[src/rx_status_consts.vh]
// Constants for the receive descriptor status write-back block.
// Included by the design files; holds definitions only.
`ifndef RX_STATUS_CONSTS_VH
`define RX_STATUS_CONSTS_VH

// Status word bit positions
`define CRC_ERROR_BIT   1
`define DRIBBLE_BIT     2
`define PHY_RX_ERR_BIT  3
`define LATE_EVENT_BIT  6
`define TOO_LONG_BIT    7
`define LAST_DESC_BIT   8
`define FIRST_DESC_BIT  9
`define MULTICAST_BIT   10
`define RUNT_BIT        11
`define RX_ERR_SUM_BIT  15

// Frame length limits in bytes
`define MAX_FRAME_LEN   14'h0800
`define MIN_FRAME_LEN   14'h0040

// Register offsets
`define OFF_CTRL        4'h0
`define OFF_IRQ_STATUS  4'h1
`define OFF_IRQ_MASK    4'h2
`define OFF_LAST_STATUS 4'h3
`define OFF_DESC_COUNT  4'h4
`define OFF_HIST_BASE   4'h8

// Interrupt status bits
`define IRQ_WB_DONE     0
`define IRQ_FRAME_ERR   1

// Reset values
`define CTRL_RESET      1'b1
`define MASK_RESET      2'h0

// History memory depth (log2)
`define HIST_AW         2

`endif

[src/status_history_mem.v]
// Small memory of recently written status words.
// Assumes one clock; read data appear one cycle after the read address.
`timescale 1ns/1ps
`include "rx_status_consts.vh"

module status_history_mem (
  // Clock
  input  wire                  ref_clk,
  // Write side
  input  wire                  wr_en,
  input  wire [`HIST_AW-1:0]   wr_addr,
  input  wire [31:0]           wr_data,
  // Read side
  input  wire [`HIST_AW-1:0]   rd_addr,
  output reg  [31:0]           rd_data
);

  reg [31:0] mem [0:(1<<`HIST_AW)-1];

  // No reset on the array; software reads only entries it knows are written
  always @(posedge ref_clk) begin
    if (wr_en) begin
      mem[wr_addr] <= wr_data;
    end
    rd_data <= mem[rd_addr];
  end

endmodule // status_history_mem

[src/rx_desc_status_wb.v]
// Forms the receive descriptor status word and writes it back to memory.
// Assumes the receive DMA reports frame facts and per-descriptor events
// on ref_clk; the bus-master write path answers with wb_done.
`timescale 1ns/1ps
`include "rx_status_consts.vh"

// Contract
// - Set bit 10 when the frame's destination is multicast.
// - Set bit 9 in the descriptor holding the frame's opening portion.
// - Set bit 8 in the descriptor holding the frame's closing portion.
// - A frame fitting one descriptor gets both bits 9 and 8.
// - Middle descriptors of a frame get neither bit 9 nor 8.
// - Set bit 7 when the frame is longer than 2048 bytes.
// - Set bit 6 on collision after 64 bytes past the delimiter.
// - Set bit 3 when the physical layer reports a receive error.
// - Set bit 2 when the frame has extra bits past the last octet.
// - Dribble alone with clear CRC error still means a good frame.
// - Dribble is invalid when late event or runt is set.
// - Set bit 1 when the frame check sequence mismatches.
// - Set bit 1 also on any physical-layer receive error.
// - Set summary error on CRC, late event, too long or runt.
// - Set bit 11 when the frame is shorter than 64 bytes.
module rx_desc_status_wb (
  // Clock and reset
  input  wire        ref_clk,
  input  wire        nrst,
  // Receive DMA descriptor events
  input  wire        desc_data_stored,
  input  wire        desc_is_first,
  input  wire        desc_is_last,
  input  wire [31:0] desc_addr,
  // Frame facts, valid with the last descriptor
  input  wire [13:0] frame_len,
  input  wire        frame_multicast,
  input  wire        frame_late_coll,
  input  wire        frame_phy_err,
  input  wire        frame_dribble,
  input  wire        frame_crc_bad,
  // Bus-master write path
  output reg         wb_req,
  output reg  [31:0] wb_addr,
  output reg  [31:0] wb_data,
  input  wire        wb_done,
  output wire        status_busy,
  // Register port
  input  wire [3:0]  reg_addr,
  input  wire [31:0] reg_wdata,
  input  wire        reg_wr,
  input  wire        reg_rd,
  output reg  [31:0] reg_rdata,
  // Interrupt
  output wire        irq
);

  localparam ST_IDLE = 1'b0;
  localparam ST_WAIT = 1'b1;

  reg        state;
  reg        enable;
  reg [1:0]  irq_status;
  reg [1:0]  irq_mask;
  reg [31:0] last_status;
  reg [15:0] desc_count;
  reg [`HIST_AW-1:0] hist_ptr;
  reg        rd_hist;
  reg        rd_pend;
  reg [31:0] rd_reg;
  wire [31:0] hist_rdata;

  // Middle descriptors can carry no frame flags: the frame is not yet known
  wire first_d = desc_is_first;
  wire last_d  = desc_is_last;
  wire edge_d  = first_d | last_d;

  wire runt     = (frame_len < `MIN_FRAME_LEN);
  wire too_long = (frame_len > `MAX_FRAME_LEN);
  wire crc_err  = frame_crc_bad | frame_phy_err;
  // Dribble is suppressed where it cannot be trusted
  wire dribble  = frame_dribble & ~frame_late_coll & ~runt;
  // Dribble never feeds the summary, so such a frame stays good
  wire err_sum  = crc_err | frame_late_coll | too_long | runt;

  reg [31:0] next_status;
  always @* begin
    next_status = 32'h0;
    next_status[`FIRST_DESC_BIT] = first_d;
    next_status[`LAST_DESC_BIT]  = last_d;
    // Frame facts exist only once the frame has ended: last descriptor
    if (edge_d & last_d) begin
      next_status[`MULTICAST_BIT]  = frame_multicast;
      next_status[`TOO_LONG_BIT]   = too_long;
      next_status[`LATE_EVENT_BIT] = frame_late_coll;
      next_status[`PHY_RX_ERR_BIT] = frame_phy_err;
      next_status[`DRIBBLE_BIT]    = dribble;
      next_status[`CRC_ERROR_BIT]  = crc_err;
      next_status[`RUNT_BIT]       = runt;
      next_status[`RX_ERR_SUM_BIT] = err_sum;
    end
  end

  assign status_busy = (state == ST_WAIT);

  wire start   = enable & desc_data_stored & (state == ST_IDLE);
  wire done_ev = (state == ST_WAIT) & wb_done;

  // Write-back sequencer; one descriptor in flight, busy tells DMA to hold
  always @(posedge ref_clk or negedge nrst) begin
    if (!nrst) begin
      state      <= ST_IDLE;
      wb_req     <= 1'b0;
      wb_addr    <= 32'h0;
      wb_data    <= 32'h0;
      desc_count <= 16'h0;
      hist_ptr   <= {`HIST_AW{1'b0}};
      last_status <= 32'h0;
    end else begin
      case (state)
        ST_IDLE: begin
          if (start) begin
            wb_req  <= 1'b1;
            wb_addr <= desc_addr;
            wb_data <= next_status;
            state   <= ST_WAIT;
          end
        end
        ST_WAIT: begin
          if (wb_done) begin
            wb_req      <= 1'b0;
            last_status <= wb_data;
            desc_count  <= desc_count + 16'h1;
            hist_ptr    <= hist_ptr + {{(`HIST_AW-1){1'b0}}, 1'b1};
            state       <= ST_IDLE;
          end
        end
        default: state <= ST_IDLE;
      endcase
    end
  end

  status_history_mem u_hist (
    .ref_clk (ref_clk),
    .wr_en   (done_ev),
    .wr_addr (hist_ptr),
    .wr_data (wb_data),
    .rd_addr (reg_addr[`HIST_AW-1:0]),
    .rd_data (hist_rdata)
  );

  wire frame_err_ev = done_ev & wb_data[`RX_ERR_SUM_BIT];
  wire clr_wr = reg_wr & (reg_addr == `OFF_IRQ_STATUS);

  // Sticky status; a new event beats a same-cycle write-one clear
  always @(posedge ref_clk or negedge nrst) begin
    if (!nrst) begin
      enable     <= `CTRL_RESET;
      irq_mask   <= `MASK_RESET;
      irq_status <= 2'h0;
    end else begin
      if (reg_wr & (reg_addr == `OFF_CTRL)) begin
        enable <= reg_wdata[0];
      end
      if (reg_wr & (reg_addr == `OFF_IRQ_MASK)) begin
        irq_mask <= reg_wdata[1:0];
      end
      irq_status[`IRQ_WB_DONE] <= done_ev |
        (irq_status[`IRQ_WB_DONE] & ~(clr_wr & reg_wdata[`IRQ_WB_DONE]));
      irq_status[`IRQ_FRAME_ERR] <= frame_err_ev |
        (irq_status[`IRQ_FRAME_ERR] &
         ~(clr_wr & reg_wdata[`IRQ_FRAME_ERR]));
    end
  end

  assign irq = |(irq_status & irq_mask);

  // Read mux; history words come from the memory's own output register
  always @(posedge ref_clk or negedge nrst) begin
    if (!nrst) begin
      rd_reg  <= 32'h0;
      rd_hist <= 1'b0;
      rd_pend <= 1'b0;
    end else begin
      rd_pend <= reg_rd;
      rd_hist <= reg_rd & reg_addr[3];
      case (reg_addr)
        `OFF_CTRL:        rd_reg <= {31'h0, enable};
        `OFF_IRQ_STATUS:  rd_reg <= {30'h0, irq_status};
        `OFF_IRQ_MASK:    rd_reg <= {30'h0, irq_mask};
        `OFF_LAST_STATUS: rd_reg <= last_status;
        `OFF_DESC_COUNT:  rd_reg <= {16'h0, desc_count};
        default:          rd_reg <= 32'h0;
      endcase
    end
  end

  always @* begin
    if (!rd_pend) begin
      reg_rdata = 32'h0;
    end else if (rd_hist) begin
      reg_rdata = hist_rdata;
    end else begin
      reg_rdata = rd_reg;
    end
  end

endmodule // rx_desc_status_wb

[config.mk]
export PLATFORM = sky130hd
export DESIGN_NAME = rx_desc_status_wb
export DESIGN_NICKNAME = d
export VERILOG_FILES = /design/src/status_history_mem.v /design/src/rx_desc_status_wb.v
export VERILOG_INCLUDE_DIRS = /design/src
export SDC_FILE = /design/constraint.sdc
export NUM_CORES = 1
export LEC_CHECK = 0
export BUFFER_PORTS_ARGS = -buffer_cell sky130_fd_sc_hd__buf_2
export CORE_ASPECT_RATIO = 1.1
export CORE_MARGIN = 2
export CORE_UTILIZATION = 30
export DETAILED_ROUTE_END_ITERATION = 8
export HOLD_SLACK_MARGIN = 0.12
export PLACE_DENSITY = 0.54
export RECOVER_POWER = 25
export SYNTH_ARGS = -nofsm -noshare
export SYNTH_HDL_FRONTEND = slang
export SYNTH_SLANG_ARGS = --single-unit
[constraint.sdc]
create_clock -name ref_clk -period 4.2 [get_ports ref_clk]
set_clock_uncertainty 0.1 [all_clocks]
set_input_delay 0.21 -clock ref_clk [delete_from_list [all_inputs] [get_ports ref_clk]]
set_output_delay 0.21 -clock ref_clk [all_outputs]
set_load 0.01 [all_outputs]
# Yosys cells after proc, flatten, opt, wreduce, memory -nomap -nowiden
# Memories as Yosys holds them, arrays and structs flattened. A register that Yosys moved wholly into a read port is not among the register bits.
# Index checks and enable logic that the tools add are counted.
[totals]
register_bits = 143
ram_bits = 40
inputBits = 95
out_inout_bits = 99
elab_cells = 73
memories = 1
[classes]
add_sub_neg = 2
magnitude_cmp = 2
eq_ne = 6
muxes = 15
bitwise = 28
n_reduce_logical = 5
[memory_table]
columns = ["memory", "words", "width", "read_ports", "rd_ports_with_merged_regs", "wr", "line", "source"]
rows = [
  ["u_hist.mem", 4, 10, 1, 1, 1, "status_history_mem.v:18", "reg [31:0] mem [0:(1<<`HIST_AW)-1];"],
]
[op_table]
columns = ["cell", "count"]
rows = [
  ["one-hot mux 16 bit (5 select lines)", 1],
  ["two-way mux 32 bit", 2],
  ["adder 16 x 1 -> 16 bit (second input constant)", 1],
  ["bitwise AND 1 bit", 15],
  ["greater-than comparator 14 x 12 -> 1 bit (second input constant)", 1],
  ["< comparator 14 x 7 -> 1 bit (second input constant)", 1],
  ["== test 4 x 2 -> 1 bit (second input constant)", 2],
  ["two-way mux 1 bit", 7],
  ["OR 1 bit", 7],
  ["AND reduction 2 bit", 3],
  ["inverter 1 bit", 5],
  ["== test 4 x 1 -> 1 bit (second input constant)", 1],
  ["== test 4 x 3 -> 1 bit (second input constant)", 1],
  ["zero test 4 bit", 1],
  ["two-way mux 2 bit", 2],
  ["inequality test 2 bit (second input constant)", 2],
  ["one-hot mux 1 bit (2 select lines)", 2],
  ["two-way mux 3 bit", 1],
  ["adder 2 x 1 -> 2 bit (second input constant)", 1],
  ["bitwise AND 2 bit", 1],
  ["OR reduction 2 bit", 1],
]

# Longest topological paths before layout
[logic_depth]
depth_word = 6
depth_mapped = 6
mapped_depth_nobuf = 5

# Cells and area by module
# Synthesis repeated with hierarchy kept, for this count alone.
[hier_totals]
hier_cells = 566
hier_area_um2 = 9608.0
[modules_own_cells]
columns = ["mod", "n_inst", "cells_each", "area_per_inst_um2"]
rows = [
  ["status_history_mem", 1, 203, 5330.1],
  ["rx_desc_status_wb", 1, 363, 4277.9],
]

# Worst setup path after synthesis
# Ideal clock, no wire load.
[synth_timing]
kind = "reg-to-reg"
from = "register state, in the netlist status_busy"
to = "register wb_addr[10]"
setup_time_ps = 125
t_arrival_ps = 1399
required_time_ps = 3975
path_slack_ps = 2576
stages_incl_launch_ff = 6
path_buffers = 3
period_less_slack_ps = 1624
path_cell_list = "dfrtp_1 > buf_2 > nand3b_1 > buf_2 > buf_2 > mux2_2"
[synth_between]
elab_chain_cells = 3
[synth_rtl]
columns = ["element", "line", "source"]
rows = [
  ["start: declaration", "rx_desc_status_wb.v:58", "reg state;"],
  ["start signal: assignment", "rx_desc_status_wb.v:109", "state <= ST_IDLE;"],
  ["start signal: assignment", "rx_desc_status_wb.v:123", "state <= ST_WAIT;"],
  ["start signal: assignment", "rx_desc_status_wb.v:132", "state <= ST_IDLE;"],
  ["inverter 1 bit (no source line) (*)", "--", ""],
  ["bitwise AND 1 bit", "rx_desc_status_wb.v:103", "wire start = enable & desc_data_stored & (state == ST_IDLE);"],
  ["AND reduction 2 bit (no source line) (*)", "--", ""],
  ["end signal: assignment", "rx_desc_status_wb.v:121", "wb_addr <= desc_addr;"],
  ["end: declaration", "rx_desc_status_wb.v:41", "output reg [31:0] wb_addr,"],
]
# Mark *: on every way between the ends. The rest lies on a longest branch, timed or not.
# A chain may end at the register's enable or synchronous reset.

# Final worst setup path
[layout_timing]
from = "register state, in the netlist status_busy"
to = "register wb_data[15]"
[layout_between]
elab_chain_cells = 3
[layout_rtl]
columns = ["element", "line", "source"]
rows = [
  ["inverter 1 bit (no source line) (*)", "--", ""],
  ["bitwise AND 1 bit", "rx_desc_status_wb.v:103", ""],
  ["AND reduction 2 bit (no source line) (*)", "--", ""],
  ["end signal: assignment", "rx_desc_status_wb.v:122", "wb_data <= next_status;"],
  ["end: declaration", "rx_desc_status_wb.v:42", "output reg [31:0] wb_data,"],
]
# Marks and branches as above.

==> results.sh <==
export IMPL_setup_viol_count_final=0
export IMPL_dp_slack_ps=2170
export IMPL_reg2reg_depth=7
export IMPL_path_clk_slew_ps=60
export IMPL_crit_type="reg2reg"
export IMPL_yosys_register_bits=145
export IMPL_final_cell_mix="buf_2 (122), dfrtp_1 (94), dlygate4sd3_1 (55)"
export IMPL_status="finished, violations left"
export IMPL_synth_main_ff_cell="dfrtp_1"
export IMPL_layout_commonest_cell="buf_2"
export IMPL_arrival_ps=3100
export IMPL_io_buffers=125
export IMPL_crit_chain="nand3b_1 > buf_4 > nor2_2 > o41ai_1 > dlygate4sd3_1 > nand3_1 > dlygate4sd3_1"
export IMPL_use_met3_pct=3.94
export IMPL_syn_area_per_cell_sq_um=13.9
export IMPL_p_switching_mw=1.26
export IMPL_peakVddDrop_uv=361
export IMPL_critPathTopFamily="buffers and inverters"
export IMPL_clock_latency_ps=410
export IMPL_holdWs_ps=178
export IMPL_cp_slowest_cell="dlygate4sd3_1"
export IMPL_slew_headroom_pct=-4.81
export IMPL_ant_nets=0
export IMPL_antenna_found_initial=0
export IMPL_num_nets_final=713
export IMPL_clock_fmax_mhz=344
export IMPL_track_usage_pct=13.1
export IMPL_p_clk_share_pct=31.6
export IMPL_top_usage_layer="met2"
export IMPL_num_vias=3786
export IMPL_die_w_um=138
export IMPL_holdCritPathClass="in2reg"
export IMPL_path_depth=7
export IMPL_violations="max-capacitance violations, max-slew violations"
export IMPL_use_met1_pct=15.6
export IMPL_wl_um=13100
export IMPL_numCtsBuffers=17
export IMPL_timing_final_crit_share_pct=69.2
export IMPL_fin_tns_setup_ps=0
export IMPL_ctsResizeCount=0
export IMPL_met2_usage_pct=22.6
export IMPL_critical_path_max_stage_delay_ps=590
export IMPL_async_flop_share_pct=65.5
export IMPL_finalHoldViolations=0
export IMPL_period_needed_ps=2910
export IMPL_grt_pass1_vias=4063
export IMPL_grt_setup_unrepaired="false"
export IMPL_grt_pass1_wl_um=21700
export IMPL_crit_path_end_kind="register"
export IMPL_critPathBufInv=3
export IMPL_seqPwrFrac_pct=47.5
export IMPL_drive_above_1_share_pct=33.2
export IMPL_combPwrFrac_pct=20.9
export IMPL_core_sq_um=19700
export IMPL_dpl_hpwl_um=9110
export IMPL_gp_congestion=0.728
export IMPL_path_common_cell="dlygate4sd3_1"
export IMPL_cts_root_buf="clkbuf_16"
export IMPL_post_cts_setup_buffers=0
export IMPL_die_h_um=152
export IMPL_num_rows=54
export IMPL_dieArea_sq_um=21000
export IMPL_maxSlewViolCount=64
export IMPL_layout_setup_ws_ps=1290
export IMPL_drt_first_pass_iters=4
export IMPL_clkSinkCount=145
export IMPL_powerDensity_nw_per_um2=557
export IMPL_p_leak_nw=3.55
export IMPL_grt_overflow_total=0
export IMPL_swShare_pct=28.9
export IMPL_ys_seq_area_share_pct=63.4
export IMPL_htree_levels=4
export IMPL_synth_edf_count=40
export IMPL_io_pins=194
export IMPL_maxCapViolCount=1
export IMPL_wl_per_cell_um=14.9
export IMPL_syn_inst=428
export IMPL_cp_start_kind="register"
export IMPL_clockBufferDepth=2
export IMPL_antenna_cells=0
export IMPL_largest_reg_flops=40
export IMPL_drt_initial_drc_count=90
export IMPL_avgViaCountPerCell=4.31
export IMPL_yosysWarnings=0
export IMPL_r2r_setup_slack_ps=1290
export IMPL_grt_max_degree=64
export IMPL_regMostFlops="u_hist.mem"
export IMPL_synth_distinct_cells=44
export IMPL_top_regs="u_hist.mem x40, wb_addr x32"
export IMPL_initial_core_util_pct=30.3
export IMPL_post_route_drc_count=0
export IMPL_cp_required_ps=4390
export IMPL_cts_tree="built"
export IMPL_hold_depth=4
export IMPL_path_max_fanout=46
export IMPL_cts_hold_buf=55
export IMPL_intPower_mw=3.08
export IMPL_synthToLayoutAreaGrowth_pct=30.7
export IMPL_syn_cell_area_sq_um=5960
export IMPL_worst_slew_pin_slew_ps=1570
export IMPL_fin_util_pct=39.6
-- worst paths after layout --
kind,from,to
worst min register to register,desc_count[13],desc_count[13]
worst min-delay path,frame_len[10],wb_data[11]
worst max-delay path,status_busy,wb_data[15]
worst max register to register,status_busy,wb_data[15]
max in group asynchronous,nrst,wb_addr[18]
min in group asynchronous,nrst,wb_data[10]
-- worst register-to-register path: stages, from the launching register on --
cell	delay, ps
dfrtp_1	520
nand3b_1	160
buf_4	470
nor2_2	200
o41ai_1	90
dlygate4sd3_1	590
nand3_1	70
dlygate4sd3_1	590
-- metrics by stage --
step,instance area [sq um],std cells,total power [mW]
floorplan,6100,465,2.54
global placement,6710,791,2.90
detailed placement,6710,791,2.95
CTS,7790,878,4.39
global route,7790,878,4.60
finish,7790,878,4.34
-- metal layers --
metal	up-vias	routed length [um]
met5	-	0
met4	0	187
met3	11	738
met2	141	6800
met1	1834	5390
li1	1800	-
-- cells in the mapped netlist, types with 2 or more instances --
library cell,count,area share (%)
dfrtp_1,94,39
nand2_1,49,3.1
edfxtp_1,40,20
buf_4,38,4.8
mux2_2,36,6.8
a22o_1,14,2.1
and2_1,14,1.5
nor2b_1,13,1.4
xnor2_1,13,1.9
mux2i_1,12,2.0
buf_2,10,0.84
dfxtp_1,10,3.4
mux4_2,10,3.8
and3_1,9,0.94
nand3_1,7,0.59
inv_1,6,0.38
nor2_1,6,0.38
clkbuf_1,5,0.32
ha_1,5,1.0
nor3_1,5,0.42
o21ai_0,4,0.34
nand4_1,3,0.32
xor2_1,3,0.44
a21o_1,2,0.25
-- power groups by stage --
stage,sequential [mW],clock [mW],combinational [mW]
after floorplan,2.11,0,0.434
after global placement,2.06,0,0.840
after detailed placement,2.09,0,0.862
after CTS,2.07,1.40,0.917
after global routing,2.12,1.47,1.01
final,2.06,1.37,0.907
-- layout make-up --
type	instances	area, sq um
clock buffer	18	439
clock inverter	14	97.6
fill	1865	11900
inverter	6	22.5
multi-input combinational	260	1940
sequential	145	3780
tap	252	315
timing repair buffer	183	1200
-- kinds of logic after synthesis --
family | synth area share [%]
AND/OR/NAND/NOR | 10.3
flip-flops | 63.4
adder cells (fa/ha/maj) | 1.05
other | 0.0629
multiplexers | 12.6
XOR/XNOR | 2.35
AO/OA/AOI/OAI | 3.80
buffers and inverters | 6.38
(Power assumes the default switching activity.)
